**src/shared/osdr_pkg.sv**
```systemverilog
// Constants and types for the display control register set
package osdr_pkg;

    // ========================================
    // Bus geometry
    localparam int ADR_W = 12;
    localparam int DAT_W = 32;
    localparam int BANK_HI = 11;
    localparam int BANK_LO = 10;
    localparam int IDX_HI = 9;
    localparam int IDX_LO = 2;

    // ========================================
    // Register banks (address bits 11:10)
    localparam logic [1:0] BANK_SYSTEM = 2'h0;
    localparam logic [1:0] BANK_DISPLAY = 2'h1;
    localparam logic [1:0] BANK_COLOUR = 2'h2;

    // ========================================
    // Register indices within a bank
    localparam logic [7:0] IDX_DEFAULT_COLOUR = 8'hf0;
    localparam logic [7:0] IDX_CURSOR_ABSOLUTE_ROW = 8'hf1;
    localparam logic [7:0] IDX_PAGE_LOCATION_POINTER = 8'hf6;
    localparam logic [7:0] IDX_HEADER_STATUS_LOCATION_POINTER = 8'hf7;
    localparam logic [7:0] IDX_DISPLAY_MODE_SECOND = 8'hfb;
    localparam logic [7:0] IDX_TEXT_RAM_COMBINED_POINTER = 8'hfc;
    localparam logic [7:0] IDX_ROW_ENABLE_LOW = 8'hfd;
    localparam logic [7:0] IDX_ROW_ENABLE_MID = 8'hfe;
    localparam logic [7:0] IDX_ROW_ENABLE_HIGH = 8'hff;
    localparam logic [7:0] IDX_SCREEN_SHIFT_CONTROL = 8'hff;

    // ========================================
    // Field positions
    localparam int MODE_EXTERNAL_FONT_SELECT_BIT = 3;
    localparam int MODE_BLANK_LEVEL_BIT = 2;
    localparam int MODE_LINE_BIT = 1;
    localparam int MODE_TWO_BYTE_BIT = 0;
    localparam int NIBBLE_HI_LSB = 4;
    localparam int SHIFT_BIT = 6;
    localparam int CURSOR_W = 5;
    localparam int ROWS_LOW_W = 8;
    localparam int ROWS_HIGH_W = 7;
    localparam int ROW_COUNT = 23;

    // ========================================
    // Reset values
    localparam logic [7:0] RST_DEFAULT_COLOUR = 8'h70;
    localparam logic [3:0] RST_MODE = 4'h0;
    localparam logic [3:0] RST_POINTER = 4'h0;
    localparam logic [4:0] RST_CURSOR = 5'h00;
    localparam logic [22:0] RST_ROW_ENABLE = 23'h7fffff;
    localparam logic RST_SHIFT = 1'b0;

    // ========================================
    // Screen geometry
    localparam logic [4:0] HEADER_ROW = 5'h00;
    localparam logic [4:0] LAST_TEXT_ROW = 5'h17;
    localparam logic [4:0] LAST_STATUS_ROW = 5'h19;
    localparam logic [4:0] LINE_MODE_ROWS = 5'h0c;
    localparam logic [1:0] BYTES_SERIAL = 2'h1;
    localparam logic [1:0] BYTES_PARALLEL = 2'h2;

    // ========================================
    // Gun drive levels
    localparam logic [1:0] GUN_OFF = 2'h0;
    localparam logic [1:0] GUN_HALF = 2'h1;
    localparam logic [1:0] GUN_FULL = 2'h2;

    // External font switch only exists in an emulation build
    localparam logic EMULATION_BUILD = 1'b0;

    typedef enum logic [3:0]
    {
        SEL_NONE,
        SEL_COLOUR,
        SEL_CURSOR,
        SEL_PAGE_PTR,
        SEL_HS_PTR,
        SEL_MODE,
        SEL_COMBINED,
        SEL_ROWS_LOW,
        SEL_ROWS_MID,
        SEL_ROWS_HIGH,
        SEL_SHIFT
    } osdr_sel_t;

endpackage

```
**src/shared/osdr_row_if.sv**
```systemverilog
// Row lookup signals between register bank and row mapper
`timescale 1ns/100ps
interface osdr_row_if;
    logic line_mode;
    logic two_byte;
    logic [4:0] text_row;
    logic [4:0] attr_row;
    logic [22:0] row_en;
    logic visible;
    logic [4:0] screen_row;
    logic [1:0] fetch_bytes;

    modport bank
    (
        output line_mode,
        output two_byte,
        output text_row,
        output attr_row,
        output row_en,
        input visible,
        input screen_row,
        input fetch_bytes
    );

    modport mapper
    (
        input line_mode,
        input two_byte,
        input text_row,
        input attr_row,
        input row_en,
        output visible,
        output screen_row,
        output fetch_bytes
    );
endinterface

```
**src/hdl/osdr_row_mapper.sv**
```systemverilog
// Row visibility, screen placement and fetch width lookup
`timescale 1ns/100ps
module osdr_row_mapper
(
    osdr_row_if.mapper rif
);

    // ========================================
    // Lookup
    always_comb
    begin
        rif.visible = 1'b0;
        rif.screen_row = rif.text_row;
        if (rif.line_mode)
        begin
            // Up to twelve rows placed by row attribute
            rif.visible = (rif.text_row < osdr_pkg::LINE_MODE_ROWS);
            rif.screen_row = rif.attr_row;
        end
        else if (rif.text_row == osdr_pkg::HEADER_ROW)
        begin
            rif.visible = 1'b1;
        end
        else if (rif.text_row <= osdr_pkg::LAST_TEXT_ROW)
        begin
            rif.visible = rif.row_en[rif.text_row - 5'h01];
        end
        else if (rif.text_row <= osdr_pkg::LAST_STATUS_ROW)
        begin
            rif.visible = 1'b1;
        end
        rif.fetch_bytes = rif.two_byte ? osdr_pkg::BYTES_PARALLEL
                                       : osdr_pkg::BYTES_SERIAL;
    end

endmodule

```
**src/hdl/osdr_regs.sv**
```systemverilog
// Display control register bank with Wishbone slave
//
// Decided for this implementation: the Wishbone register port.
`timescale 1ns/100ps
module osdr_regs
(
    input wire logic clk_i,
    input wire logic reset_i,
    input wire logic ce_i,
    input wire logic wb_cyc_i,
    input wire logic wb_stb_i,
    input wire logic wb_we_i,
    input wire logic [osdr_pkg::ADR_W-1:0] wb_adr_i,
    input wire logic [3:0] wb_sel_i,
    input wire logic [osdr_pkg::DAT_W-1:0] wb_dat_i,
    output logic [osdr_pkg::DAT_W-1:0] wb_dat_o,
    output logic wb_ack_o,
    input wire logic osd_active_i,
    input wire logic osd_translucent_i,
    input wire logic [4:0] text_row_i,
    input wire logic [4:0] row_attr_i,
    output logic fast_blank_output_o,
    output logic translucency_output_o,
    output logic external_font_select_o,
    output logic line_mode_select_o,
    output logic two_byte_coding_select_o,
    output logic [3:0] header_status_location_o,
    output logic [3:0] page_location_o,
    output logic [22:0] row_enable_o,
    output logic [3:0] default_foreground_o,
    output logic [3:0] default_background_o,
    output logic [5:0] fg_guns_o,
    output logic fg_half_o,
    output logic [5:0] bg_guns_o,
    output logic bg_half_o,
    output logic [4:0] cursor_absolute_row_value_o,
    output logic right_screen_shift_o,
    output logic row_visible_o,
    output logic [4:0] screen_row_o,
    output logic [1:0] fetch_bytes_o
);

    // ========================================
    // Helpers
    function automatic osdr_pkg::osdr_sel_t decode_sel(input logic [osdr_pkg::ADR_W-1:0] adr);
        logic [1:0] bank;
        logic [7:0] idx;
        bank = adr[osdr_pkg::BANK_HI:osdr_pkg::BANK_LO];
        idx = adr[osdr_pkg::IDX_HI:osdr_pkg::IDX_LO];
        decode_sel = osdr_pkg::SEL_NONE;
        if (adr[1:0] == 2'h0)
        begin
            unique case (bank)
                osdr_pkg::BANK_SYSTEM:
                begin
                    if (idx == osdr_pkg::IDX_SCREEN_SHIFT_CONTROL)
                        decode_sel = osdr_pkg::SEL_SHIFT;
                end
                osdr_pkg::BANK_DISPLAY:
                begin
                    if (idx == osdr_pkg::IDX_DISPLAY_MODE_SECOND)
                        decode_sel = osdr_pkg::SEL_MODE;
                    else if (idx == osdr_pkg::IDX_TEXT_RAM_COMBINED_POINTER)
                        decode_sel = osdr_pkg::SEL_COMBINED;
                    else if (idx == osdr_pkg::IDX_ROW_ENABLE_LOW)
                        decode_sel = osdr_pkg::SEL_ROWS_LOW;
                    else if (idx == osdr_pkg::IDX_ROW_ENABLE_MID)
                        decode_sel = osdr_pkg::SEL_ROWS_MID;
                    else if (idx == osdr_pkg::IDX_ROW_ENABLE_HIGH)
                        decode_sel = osdr_pkg::SEL_ROWS_HIGH;
                end
                osdr_pkg::BANK_COLOUR:
                begin
                    if (idx == osdr_pkg::IDX_DEFAULT_COLOUR)
                        decode_sel = osdr_pkg::SEL_COLOUR;
                    else if (idx == osdr_pkg::IDX_CURSOR_ABSOLUTE_ROW)
                        decode_sel = osdr_pkg::SEL_CURSOR;
                    else if (idx == osdr_pkg::IDX_PAGE_LOCATION_POINTER)
                        decode_sel = osdr_pkg::SEL_PAGE_PTR;
                    else if (idx == osdr_pkg::IDX_HEADER_STATUS_LOCATION_POINTER)
                        decode_sel = osdr_pkg::SEL_HS_PTR;
                end
                default:
                begin
                    decode_sel = osdr_pkg::SEL_NONE;
                end
            endcase
        end
    endfunction

    // Code bits are half, red, green, blue; guns are red, green, blue
    function automatic logic [6:0] colour_levels(input logic [3:0] code);
        logic [1:0] lvl;
        lvl = code[3] ? osdr_pkg::GUN_HALF : osdr_pkg::GUN_FULL;
        colour_levels = {code[3],
                         code[2] ? lvl : osdr_pkg::GUN_OFF,
                         code[1] ? lvl : osdr_pkg::GUN_OFF,
                         code[0] ? lvl : osdr_pkg::GUN_OFF};
    endfunction

    // ========================================
    // Register state
    logic [7:0] colour_reg;
    logic [7:0] colour_next;
    logic [4:0] cursor_reg;
    logic [4:0] cursor_next;
    logic [3:0] page_ptr_reg;
    logic [3:0] page_ptr_next;
    logic [3:0] hs_ptr_reg;
    logic [3:0] hs_ptr_next;
    logic [3:0] mode_reg;
    logic [3:0] mode_next;
    logic [22:0] rows_reg;
    logic [22:0] rows_next;
    logic shift_reg;
    logic shift_next;
    logic ack_reg;
    logic ack_next;
    logic [osdr_pkg::DAT_W-1:0] rdata_reg;
    logic [osdr_pkg::DAT_W-1:0] rdata_next;
    osdr_pkg::osdr_sel_t sel;
    logic wr_en;
    logic [7:0] wbyte;
    logic [7:0] rbyte;

    assign sel = decode_sel(wb_adr_i);
    assign wr_en = wb_cyc_i && wb_stb_i && wb_we_i && !ack_reg && wb_sel_i[0];
    assign wbyte = wb_dat_i[7:0];

    // ========================================
    // Read multiplexer
    always_comb
    begin
        rbyte = 8'h00;
        unique case (sel)
            osdr_pkg::SEL_COLOUR: rbyte = colour_reg;
            osdr_pkg::SEL_CURSOR: rbyte = {3'h0, cursor_reg};
            osdr_pkg::SEL_PAGE_PTR: rbyte = {4'h0, page_ptr_reg};
            osdr_pkg::SEL_HS_PTR: rbyte = {4'h0, hs_ptr_reg};
            osdr_pkg::SEL_MODE: rbyte = {4'h0, mode_reg};
            osdr_pkg::SEL_COMBINED: rbyte = {hs_ptr_reg, page_ptr_reg};
            osdr_pkg::SEL_ROWS_LOW: rbyte = rows_reg[7:0];
            osdr_pkg::SEL_ROWS_MID: rbyte = rows_reg[15:8];
            osdr_pkg::SEL_ROWS_HIGH: rbyte = {1'b0, rows_reg[22:16]};
            osdr_pkg::SEL_SHIFT: rbyte = {1'b0, shift_reg, 6'h00};
            osdr_pkg::SEL_NONE: rbyte = 8'h00;
        endcase
    end

    // ========================================
    // Next-state for registers and bus answer
    always_comb
    begin
        colour_next = colour_reg;
        cursor_next = cursor_reg;
        page_ptr_next = page_ptr_reg;
        hs_ptr_next = hs_ptr_reg;
        mode_next = mode_reg;
        rows_next = rows_reg;
        shift_next = shift_reg;
        ack_next = wb_cyc_i && wb_stb_i && !ack_reg;
        rdata_next = rdata_reg;
        if (wb_cyc_i && wb_stb_i && !ack_reg)
        begin
            rdata_next = {{(osdr_pkg::DAT_W-8){1'b0}}, rbyte};
        end
        if (wr_en)
        begin
            unique case (sel)
                osdr_pkg::SEL_COLOUR:
                begin
                    colour_next = wbyte;
                end
                osdr_pkg::SEL_CURSOR:
                begin
                    cursor_next = wbyte[osdr_pkg::CURSOR_W-1:0];
                end
                osdr_pkg::SEL_PAGE_PTR:
                begin
                    page_ptr_next = wbyte[3:0];
                end
                osdr_pkg::SEL_HS_PTR:
                begin
                    hs_ptr_next = wbyte[3:0];
                end
                osdr_pkg::SEL_MODE:
                begin
                    mode_next = wbyte[3:0];
                end
                osdr_pkg::SEL_COMBINED:
                begin
                    hs_ptr_next = wbyte[7:osdr_pkg::NIBBLE_HI_LSB];
                    page_ptr_next = wbyte[3:0];
                end
                osdr_pkg::SEL_ROWS_LOW:
                begin
                    rows_next[7:0] = wbyte;
                end
                osdr_pkg::SEL_ROWS_MID:
                begin
                    rows_next[15:8] = wbyte;
                end
                osdr_pkg::SEL_ROWS_HIGH:
                begin
                    rows_next[22:16] = wbyte[osdr_pkg::ROWS_HIGH_W-1:0];
                end
                osdr_pkg::SEL_SHIFT:
                begin
                    shift_next = wbyte[osdr_pkg::SHIFT_BIT];
                end
                osdr_pkg::SEL_NONE:
                begin
                    shift_next = shift_reg;
                end
            endcase
        end
    end

    always_ff @(posedge clk_i)
    begin
        if (reset_i)
        begin
            colour_reg <= osdr_pkg::RST_DEFAULT_COLOUR;
            cursor_reg <= osdr_pkg::RST_CURSOR;
            page_ptr_reg <= osdr_pkg::RST_POINTER;
            hs_ptr_reg <= osdr_pkg::RST_POINTER;
            mode_reg <= osdr_pkg::RST_MODE;
            rows_reg <= osdr_pkg::RST_ROW_ENABLE;
            shift_reg <= osdr_pkg::RST_SHIFT;
            ack_reg <= 1'b0;
            rdata_reg <= '0;
        end
        else if (ce_i)
        begin
            colour_reg <= colour_next;
            cursor_reg <= cursor_next;
            page_ptr_reg <= page_ptr_next;
            hs_ptr_reg <= hs_ptr_next;
            mode_reg <= mode_next;
            rows_reg <= rows_next;
            shift_reg <= shift_next;
            ack_reg <= ack_next;
            rdata_reg <= rdata_next;
        end
    end

    assign wb_ack_o = ack_reg;
    assign wb_dat_o = rdata_reg;

    // ========================================
    // Row lookup
    osdr_row_if rif ();

    assign rif.line_mode = mode_reg[osdr_pkg::MODE_LINE_BIT];
    assign rif.two_byte = mode_reg[osdr_pkg::MODE_TWO_BYTE_BIT];
    assign rif.text_row = text_row_i;
    assign rif.attr_row = row_attr_i;
    assign rif.row_en = rows_reg;

    osdr_row_mapper u_mapper
    (
        .rif(rif.mapper)
    );

    // ========================================
    // Display outputs; blank, translucency and row lookup registered
    logic blank_reg;
    logic blank_next;
    logic transl_reg;
    logic transl_next;
    logic vis_reg;
    logic vis_next;
    logic [4:0] srow_reg;
    logic [4:0] srow_next;
    logic [1:0] fetch_reg;
    logic [1:0] fetch_next;
    logic [6:0] fg_lv;
    logic [6:0] bg_lv;

    always_comb
    begin
        blank_next = osd_active_i ~^ mode_reg[osdr_pkg::MODE_BLANK_LEVEL_BIT];
        transl_next = osd_translucent_i ~^ mode_reg[osdr_pkg::MODE_BLANK_LEVEL_BIT];
        vis_next = rif.visible;
        srow_next = rif.screen_row;
        fetch_next = rif.fetch_bytes;
    end

    always_ff @(posedge clk_i)
    begin
        if (reset_i)
        begin
            blank_reg <= 1'b0;
            transl_reg <= 1'b0;
            vis_reg <= 1'b0;
            srow_reg <= osdr_pkg::HEADER_ROW;
            fetch_reg <= osdr_pkg::BYTES_SERIAL;
        end
        else if (ce_i)
        begin
            blank_reg <= blank_next;
            transl_reg <= transl_next;
            vis_reg <= vis_next;
            srow_reg <= srow_next;
            fetch_reg <= fetch_next;
        end
    end

    assign fg_lv = colour_levels(colour_reg[7:osdr_pkg::NIBBLE_HI_LSB]);
    assign bg_lv = colour_levels(colour_reg[3:0]);

    assign fast_blank_output_o = blank_reg;
    assign translucency_output_o = transl_reg;
    assign external_font_select_o = mode_reg[osdr_pkg::MODE_EXTERNAL_FONT_SELECT_BIT]
                                    & osdr_pkg::EMULATION_BUILD;
    assign line_mode_select_o = mode_reg[osdr_pkg::MODE_LINE_BIT];
    assign two_byte_coding_select_o = mode_reg[osdr_pkg::MODE_TWO_BYTE_BIT];
    assign header_status_location_o = hs_ptr_reg;
    assign page_location_o = page_ptr_reg;
    assign row_enable_o = rows_reg;
    assign default_foreground_o = colour_reg[7:osdr_pkg::NIBBLE_HI_LSB];
    assign default_background_o = colour_reg[3:0];
    assign fg_guns_o = fg_lv[5:0];
    assign fg_half_o = fg_lv[6];
    assign bg_guns_o = bg_lv[5:0];
    assign bg_half_o = bg_lv[6];
    assign cursor_absolute_row_value_o = cursor_reg;
    assign right_screen_shift_o = shift_reg;
    assign row_visible_o = vis_reg;
    assign screen_row_o = srow_reg;
    assign fetch_bytes_o = fetch_reg;

endmodule

```
**config.mk**
```make
export PLATFORM = sky130hd
export DESIGN_NAME = osdr_regs
export DESIGN_NICKNAME = d
export VERILOG_FILES = /design/src/shared/osdr_pkg.sv /design/src/shared/osdr_row_if.sv /design/src/hdl/osdr_row_mapper.sv /design/src/hdl/osdr_regs.sv
export SDC_FILE = /design/constraint.sdc
export NUM_CORES = 1
export LEC_CHECK = 0
export BUFFER_PORTS_ARGS = -buffer_cell sky130_fd_sc_hd__buf_2
export CELL_PAD_IN_SITES_DETAIL_PLACEMENT = 0
export CELL_PAD_IN_SITES_GLOBAL_PLACEMENT = 1
export CORE_ASPECT_RATIO = 1.2
export CORE_MARGIN = 5
export CORE_UTILIZATION = 35
export DETAILED_ROUTE_END_ITERATION = 8
export HOLD_SLACK_MARGIN = 0.15
export PLACE_DENSITY_LB_ADDON = 0.1
export SLEW_MARGIN = 0
export SYNTH_ARGS = -nofsm -noshare
export SYNTH_HDL_FRONTEND = slang
export SYNTH_SLANG_ARGS = --single-unit
```
**constraint.sdc**
```tcl
create_clock -name clk_i -period 2.7 [get_ports clk_i]
set_clock_uncertainty 0.2 [all_clocks]
set_input_delay 0.135 -clock clk_i [delete_from_list [all_inputs] [get_ports clk_i]]
set_output_delay 0.135 -clock clk_i [all_outputs]
set_load 0.03 [all_outputs]
```
; Word level (Yosys, flattened, before mapping)
; Index checks and enable logic that the tools add are counted.
[word_totals]
ff_bits = 68
wordCells = 96
inputBits = 66
output_inout_bits = 105
[op_classes]
n_reduce_logical = 22
n_mux = 30
n_bitwise = 2
n_lt_le_gt_ge = 4
n_eq_ne = 21
add_sub_neg = 1
[op_table]
columns = operator, count
row1 = $pmux W8 S11, 1
row2 = $eq A8 B8 Y1 const B, 9
row3 = $mux W4, 7
row4 = $reduce_and A3 Y1, 9
row5 = $mux W2, 9
row6 = $eq A4 B3 Y1 const B, 4
row7 = $eq A4 B4 Y1 const B, 3
row8 = $mux W3, 4
row9 = $pmux W4 S3, 1
row10 = $le A5 B5 Y1 const B, 2
row11 = $eq A4 B2 Y1 const B, 2
row12 = $pmux W4 S2, 1
row13 = $lt A5 B6 Y1 const B, 1
row14 = $bmux W1 S5, 1
row15 = $logic_and A1 B1 Y1, 5
row16 = $logic_not A5 Y1, 1
row17 = $lt A5 B4 Y1 const B, 1
row18 = $mux W1, 5
row19 = $mux W5, 1
row20 = $sub A5 B1 Y5 const B, 1
row21 = $eq A4 B1 Y1 const B, 1
row22 = $logic_not A2 Y1, 2
row23 = $logic_not A4 Y1, 1
row24 = $eq A2 B1 Y1 const B, 1
row25 = other kinds (6), 7

; Depth between registers and ports, before layout
[depth]
ltp_word = 11
mapped_depth = 11
ltp_nobuf = 9

; Modules after synthesis
; Synthesis repeated with hierarchy kept, for this count alone.
[unflattened]
hier_cells = 475
area_unflattened_um2 = 4185.3
[modules_own_cells]
columns = mod, cells_each, seq_area_each_um2, n_inst, area_each_um2
row1 = osdr_regs, 417, 1361.3, 1, 3698.5
row2 = osdr_row_mapper, 58, 0.0, 1, 486.7

; Least setup slack after synthesis
; Ideal clock, no wire load.
[synth_timing]
path_kind = reg-to-reg
from = reg ack_reg, in the netlist wb_ack_o
to = reg rows_reg[6], in the netlist row_enable_o[6]
t_required_ps = 2371
slack_ps = 274
path_buffers = 1
t_arrival_ps = 2097
setup_time_ps = 129
path_stages_with_launch = 7
period_less_slack_ps = 2426
cell_sequence = dfxtp_1 and4b_1 clkbuf_1 nand3_1 nor3_2 mux2i_1 nand2_1
[synth_via]
elab_chain_cells = 4
[synth_lines]
columns = element, line_no
row1 = from (decl), osdr_regs.sv:117  ; logic ack_reg;
row2 = from (signal assigned), osdr_regs.sv:242  ; ack_reg <= ack_next;
row3 = $logic_not A1 Y1, osdr_regs.sv:127  ; assign wr_en = wb_cyc_i && wb_stb_i && wb_we_i && !ack_reg && wb_sel_i[0];
row4 = $logic_and A1 B1 Y1 (2 in series), osdr_regs.sv:127
row5 = $reduce_and A3 Y1 (no source line), -
row6 = to (signal assigned), osdr_regs.sv:228  ; rows_reg <= osdr_pkg::RST_ROW_ENABLE;
row7 = to (signal assigned), osdr_regs.sv:240  ; rows_reg <= rows_next;
row8 = to (decl), osdr_regs.sv:113  ; logic [22:0] rows_reg;
; Every way passes these cells.
; A chain may end at the register's enable or synchronous reset.

; Worst setup path after layout
[layout_timing]
from = in ce_i
to = reg colour_reg[0]
[layout_via]
elab_chain_cells = 1
[layout_lines]
columns = element, line_no
row1 = from (decl), osdr_regs.sv:9  ; input wire logic ce_i,
row2 = $reduce_and A3 Y1 (no source line), -
row3 = to (signal assigned), osdr_regs.sv:223  ; colour_reg <= osdr_pkg::RST_DEFAULT_COLOUR;
row4 = to (signal assigned), osdr_regs.sv:235  ; colour_reg <= colour_next;
row5 = to (decl), osdr_regs.sv:103  ; logic [7:0] colour_reg;
; Every way passes these cells.

==> flow_summary_export.csv <==
group,metric,value,unit
logic_synthesis,muxShareOfSynthArea,13.49,%
logic_synthesis,synth_compound_gate_area_share,15.01,%
timing,period_share,95.72,%
logic_synthesis,synth-seq-cells,68,
pwr,total_power,2.634,mW
timing,min_period,2.584,ns
logic_synthesis,synth_top_area_cell,"dfxtp_1",
logic_synthesis,synth-simple-area-share,26.50,%
logic_synthesis,ys_async_sr_fraction,0,%
clock_tree,numCtsBuffers,9,
clock_tree,clockBufferDepth,2,
final_layout,antenna_cells,0,
detailed_routing,via_per_inst,5.001,
hold_path,whs_path_depth,4,
pwr,power.density,477.7,mW/mm^2
detailed_routing,first_pass_iters,4,
timing,tightest_slew,0.6238,ns
critical_path,critPathKind,"input port to flop",
pwr,ir_drop,0.2950,mV
detailed_routing,drt_wl_total,14080,um
clock_tree,clock-sinks,68,
detailed_routing,wl_per_cell,17.65,um
timing,max_freq,386.9,MHz
final_layout,drive_gt1_share,29.02,%
die,core,0.01157,sq mm
critical_path,endpoint_kind,"flop",
hold_path,hp-start,"wb_cyc_i",
timing,slew_headroom,57.34,%
global_routing,grt_pass1_vias,3890,
place,finalWeightedCongestion,0.8276,
final_layout,final_cell_area,0.005514,sq mm
global_routing,grt_antenna_before_repair,0,
place,portBuffers,118,
logic_synthesis,yosysTopAreaCellShare,32.99,%
critical_path,critPathMaxFanout,9,
place,dpl.hpwl,10530,um
die,start_util,35.67,%
timing,hold_viol,0,
critical_path,required,2.71,ns
logic_synthesis,avgSynthCellArea,8.526,sq um
clock_tree,path_clk_slew,0.05,ns
logic_synthesis,synth_cells,484,
logic_synthesis,syn_area,0.004126,sq mm
critical_path,r2r_cells,9,
place,pre_cts_slack,0.1845,ns
clock_tree,ctsHtreeMaxLevel,3,
global_routing,grt_pass1_wl,21670,um
critical_path,ff2ff_setup_slack,0.19,ns
logic_synthesis,ys_top_cells_by_area,"dfxtp_1, mux2i_1, nand2_1",
critical_path,r2r_end,"colour_reg[0]",
timing,drv_slew,0,
logic_synthesis,yosysSeqAreaShare,32.99,%
detailed_routing,vias,3991,
critical_path,r2r_start,"wb_ack_o",
logic_synthesis,synthAdderAreaFrac,1.213,%
detailed_routing,antenna_left,0,
clock_tree,cts_root_buffer,"clkbuf_16",
die,die_w,109.1,um
global_routing,grt_max_degree,33,
global_routing,grt_use_total,20.07,%
logic_synthesis,synth_top_family_by_area,"simple AND/OR/NAND/NOR gates",
pwr,leakagePower,2.399,nW
place,place_area,0.004771,sq mm
logic_synthesis,synth_ff_type,"dfxtp_1",
timing,setup_viol,0,
final_layout,area.growth.synth_to_final,33.63,%
hold_path,min_to,"wb_ack_o",
die,die_h,128.9,um
detailed_routing,drt_iter0_markers,267,
final_layout,nets,706,
outcome,status,"completed",
global_routing,overflow,0,
timing,holdWs,0.1669,ns
detailed_routing,drcViolationCount,0,
logic_synthesis,synth-xor-area-share,1.061,%
logic_synthesis,synthDistinctLibCells,73,
logic_synthesis,synth-edff-count,0,
timing,fin_ws,0.1156,ns
clock_tree,cts_tree,"yes",
critical_path,cp_data_arrival_time,2.59,ns
die,row_count,43,
timing,setup_tns,0,ns
clock_tree,clock_latency,0.33,ns
die,ioPinCount,171,
critical_path,startpoint_type,"input port",
die,dieArea,0.01407,sq mm
hold_path,hp-class,"input port to flop",
final_layout,largest_reg_flops,23,
logic_synthesis,ys_warn_count,0,
flow_run,maxCapViolations,0,
[Yosys cell counts, drive strengths merged, types with 6 or more instances]
| cell type | count |
|---|---|
| buf | 42 |
| mux2i | 41 |
| a21oi | 25 |
| a211oi | 12 |
| and2 | 9 |
| nand3 | 25 |
| nand2 | 74 |
| a221o | 7 |
| dfxtp | 68 |
| o21ai | 12 |
| or3 | 6 |
| nor3 | 14 |
| nor2 | 34 |
| clkbuf | 19 |
| nor2b | 8 |
| inv | 6 |
[report_power, final]
group / switching, mW / internal, mW / total, mW
Clock: 0.445 / 0.833 / 1.28
Combinational: 0.212 / 0.126 / 0.338
Sequential: 0.00466 / 1.01 / 1.02
[layer usage]
layer  share of wire, %  wire, um  track usage (%)  vias to the layer above
met5                  0         0                0                        -
met4                1.4       203            5.349                        0
met3                4.1       579            2.910                       14
met2                 50      7047            34.71                       98
met1                 44      6254            25.99                     1883
li1                   -         -                -                     1996
[cell type report]
cell class / count / area, sq um
Timing Repair Buffer: 178 / 1139
Inverter: 6 / 22.52
Clock inverter: 6 / 86.33
Multi-Input combinational cell: 373 / 2470
Fill cell: 1146 / 6053
Tap cell: 157 / 196.4
Clock buffer: 10 / 239.0
Sequential cell: 68 / 1361
[worst max-delay path by stage]
stage          slack (ns)               to  cells after the start        start
5_1_grt            -0.002    colour_reg[2]                     10  wb_adr_i[2]
6_report             0.12    colour_reg[0]                     11         ce_i
3_5_place_dp         0.18      wb_dat_o[3]                      9  wb_adr_i[2]
4_1_cts              0.08    colour_reg[7]                     11         ce_i
3_3_place_gp         0.19      wb_dat_o[3]                      9  wb_adr_i[2]
2_1_floorplan        0.27  row_enable_o[6]                      6     wb_ack_o
[critical path: stages]
cell	delay [ns]
dlygate4sd3_1	0.53
buf_2	0.11
and4b_1	0.27
buf_4	0.19
and3_2	0.27
buf_4	0.18
nand2_1	0.06
buf_4	0.16
nand2_1	0.06
a21oi_1	0.06
dlygate4sd3_1	0.57
[cells in the final DEF, fill, tap and decap left out, types with 4 or more instances in the layout]
cell type and count:
buf_2 117, nand2_1 74, dfxtp_1 68, mux2i_1 41, dlygate4sd3_1 38, nor2_1 33
nand3_1 25, a21oi_1 25, conb_1 25, buf_4 22, o21ai_0 12, a211oi_1 11
and2_1 9, nor3_1 9, clkbuf_16 9, nor2b_1 8, a221o_1 7, inv_1 5
or3_1 5, mux4_2 5, nor3_2 4, ha_1 4
[cells by family (layout without fill, tap and decap cells)]
| group | count (synthesis) | after routing |
|---|---|---|
| DFF | 68 | 68 |
| muxes | 49 | 49 |
| other | 1 | 25 |
| buffers and inverters | 67 | 200 |
| AOI/OAI and AO/OA | 87 | 87 |
| and+or+nand+nor | 203 | 203 |
| xor gates and xnor gates | 5 | 5 |
| adders and majority gates | 4 | 4 |
[timing repair]
action                                  4_1_cts  5_1_grt
endpoints found under the setup margin        0        3
endpoints found under the hold margin        63        0
hold buffers                                 38        0
resized for setup                             0        6
buffers inserted                              0        3
[stage by stage]
stage	std cells	utilization (%)
global placement	741	41.24
global route	798	47.67
floorplan	508	-
CTS	795	47.34
finish	798	47.67
detailed placement	741	41.24
No activity file was read; power rests on OpenSTA's default activity.
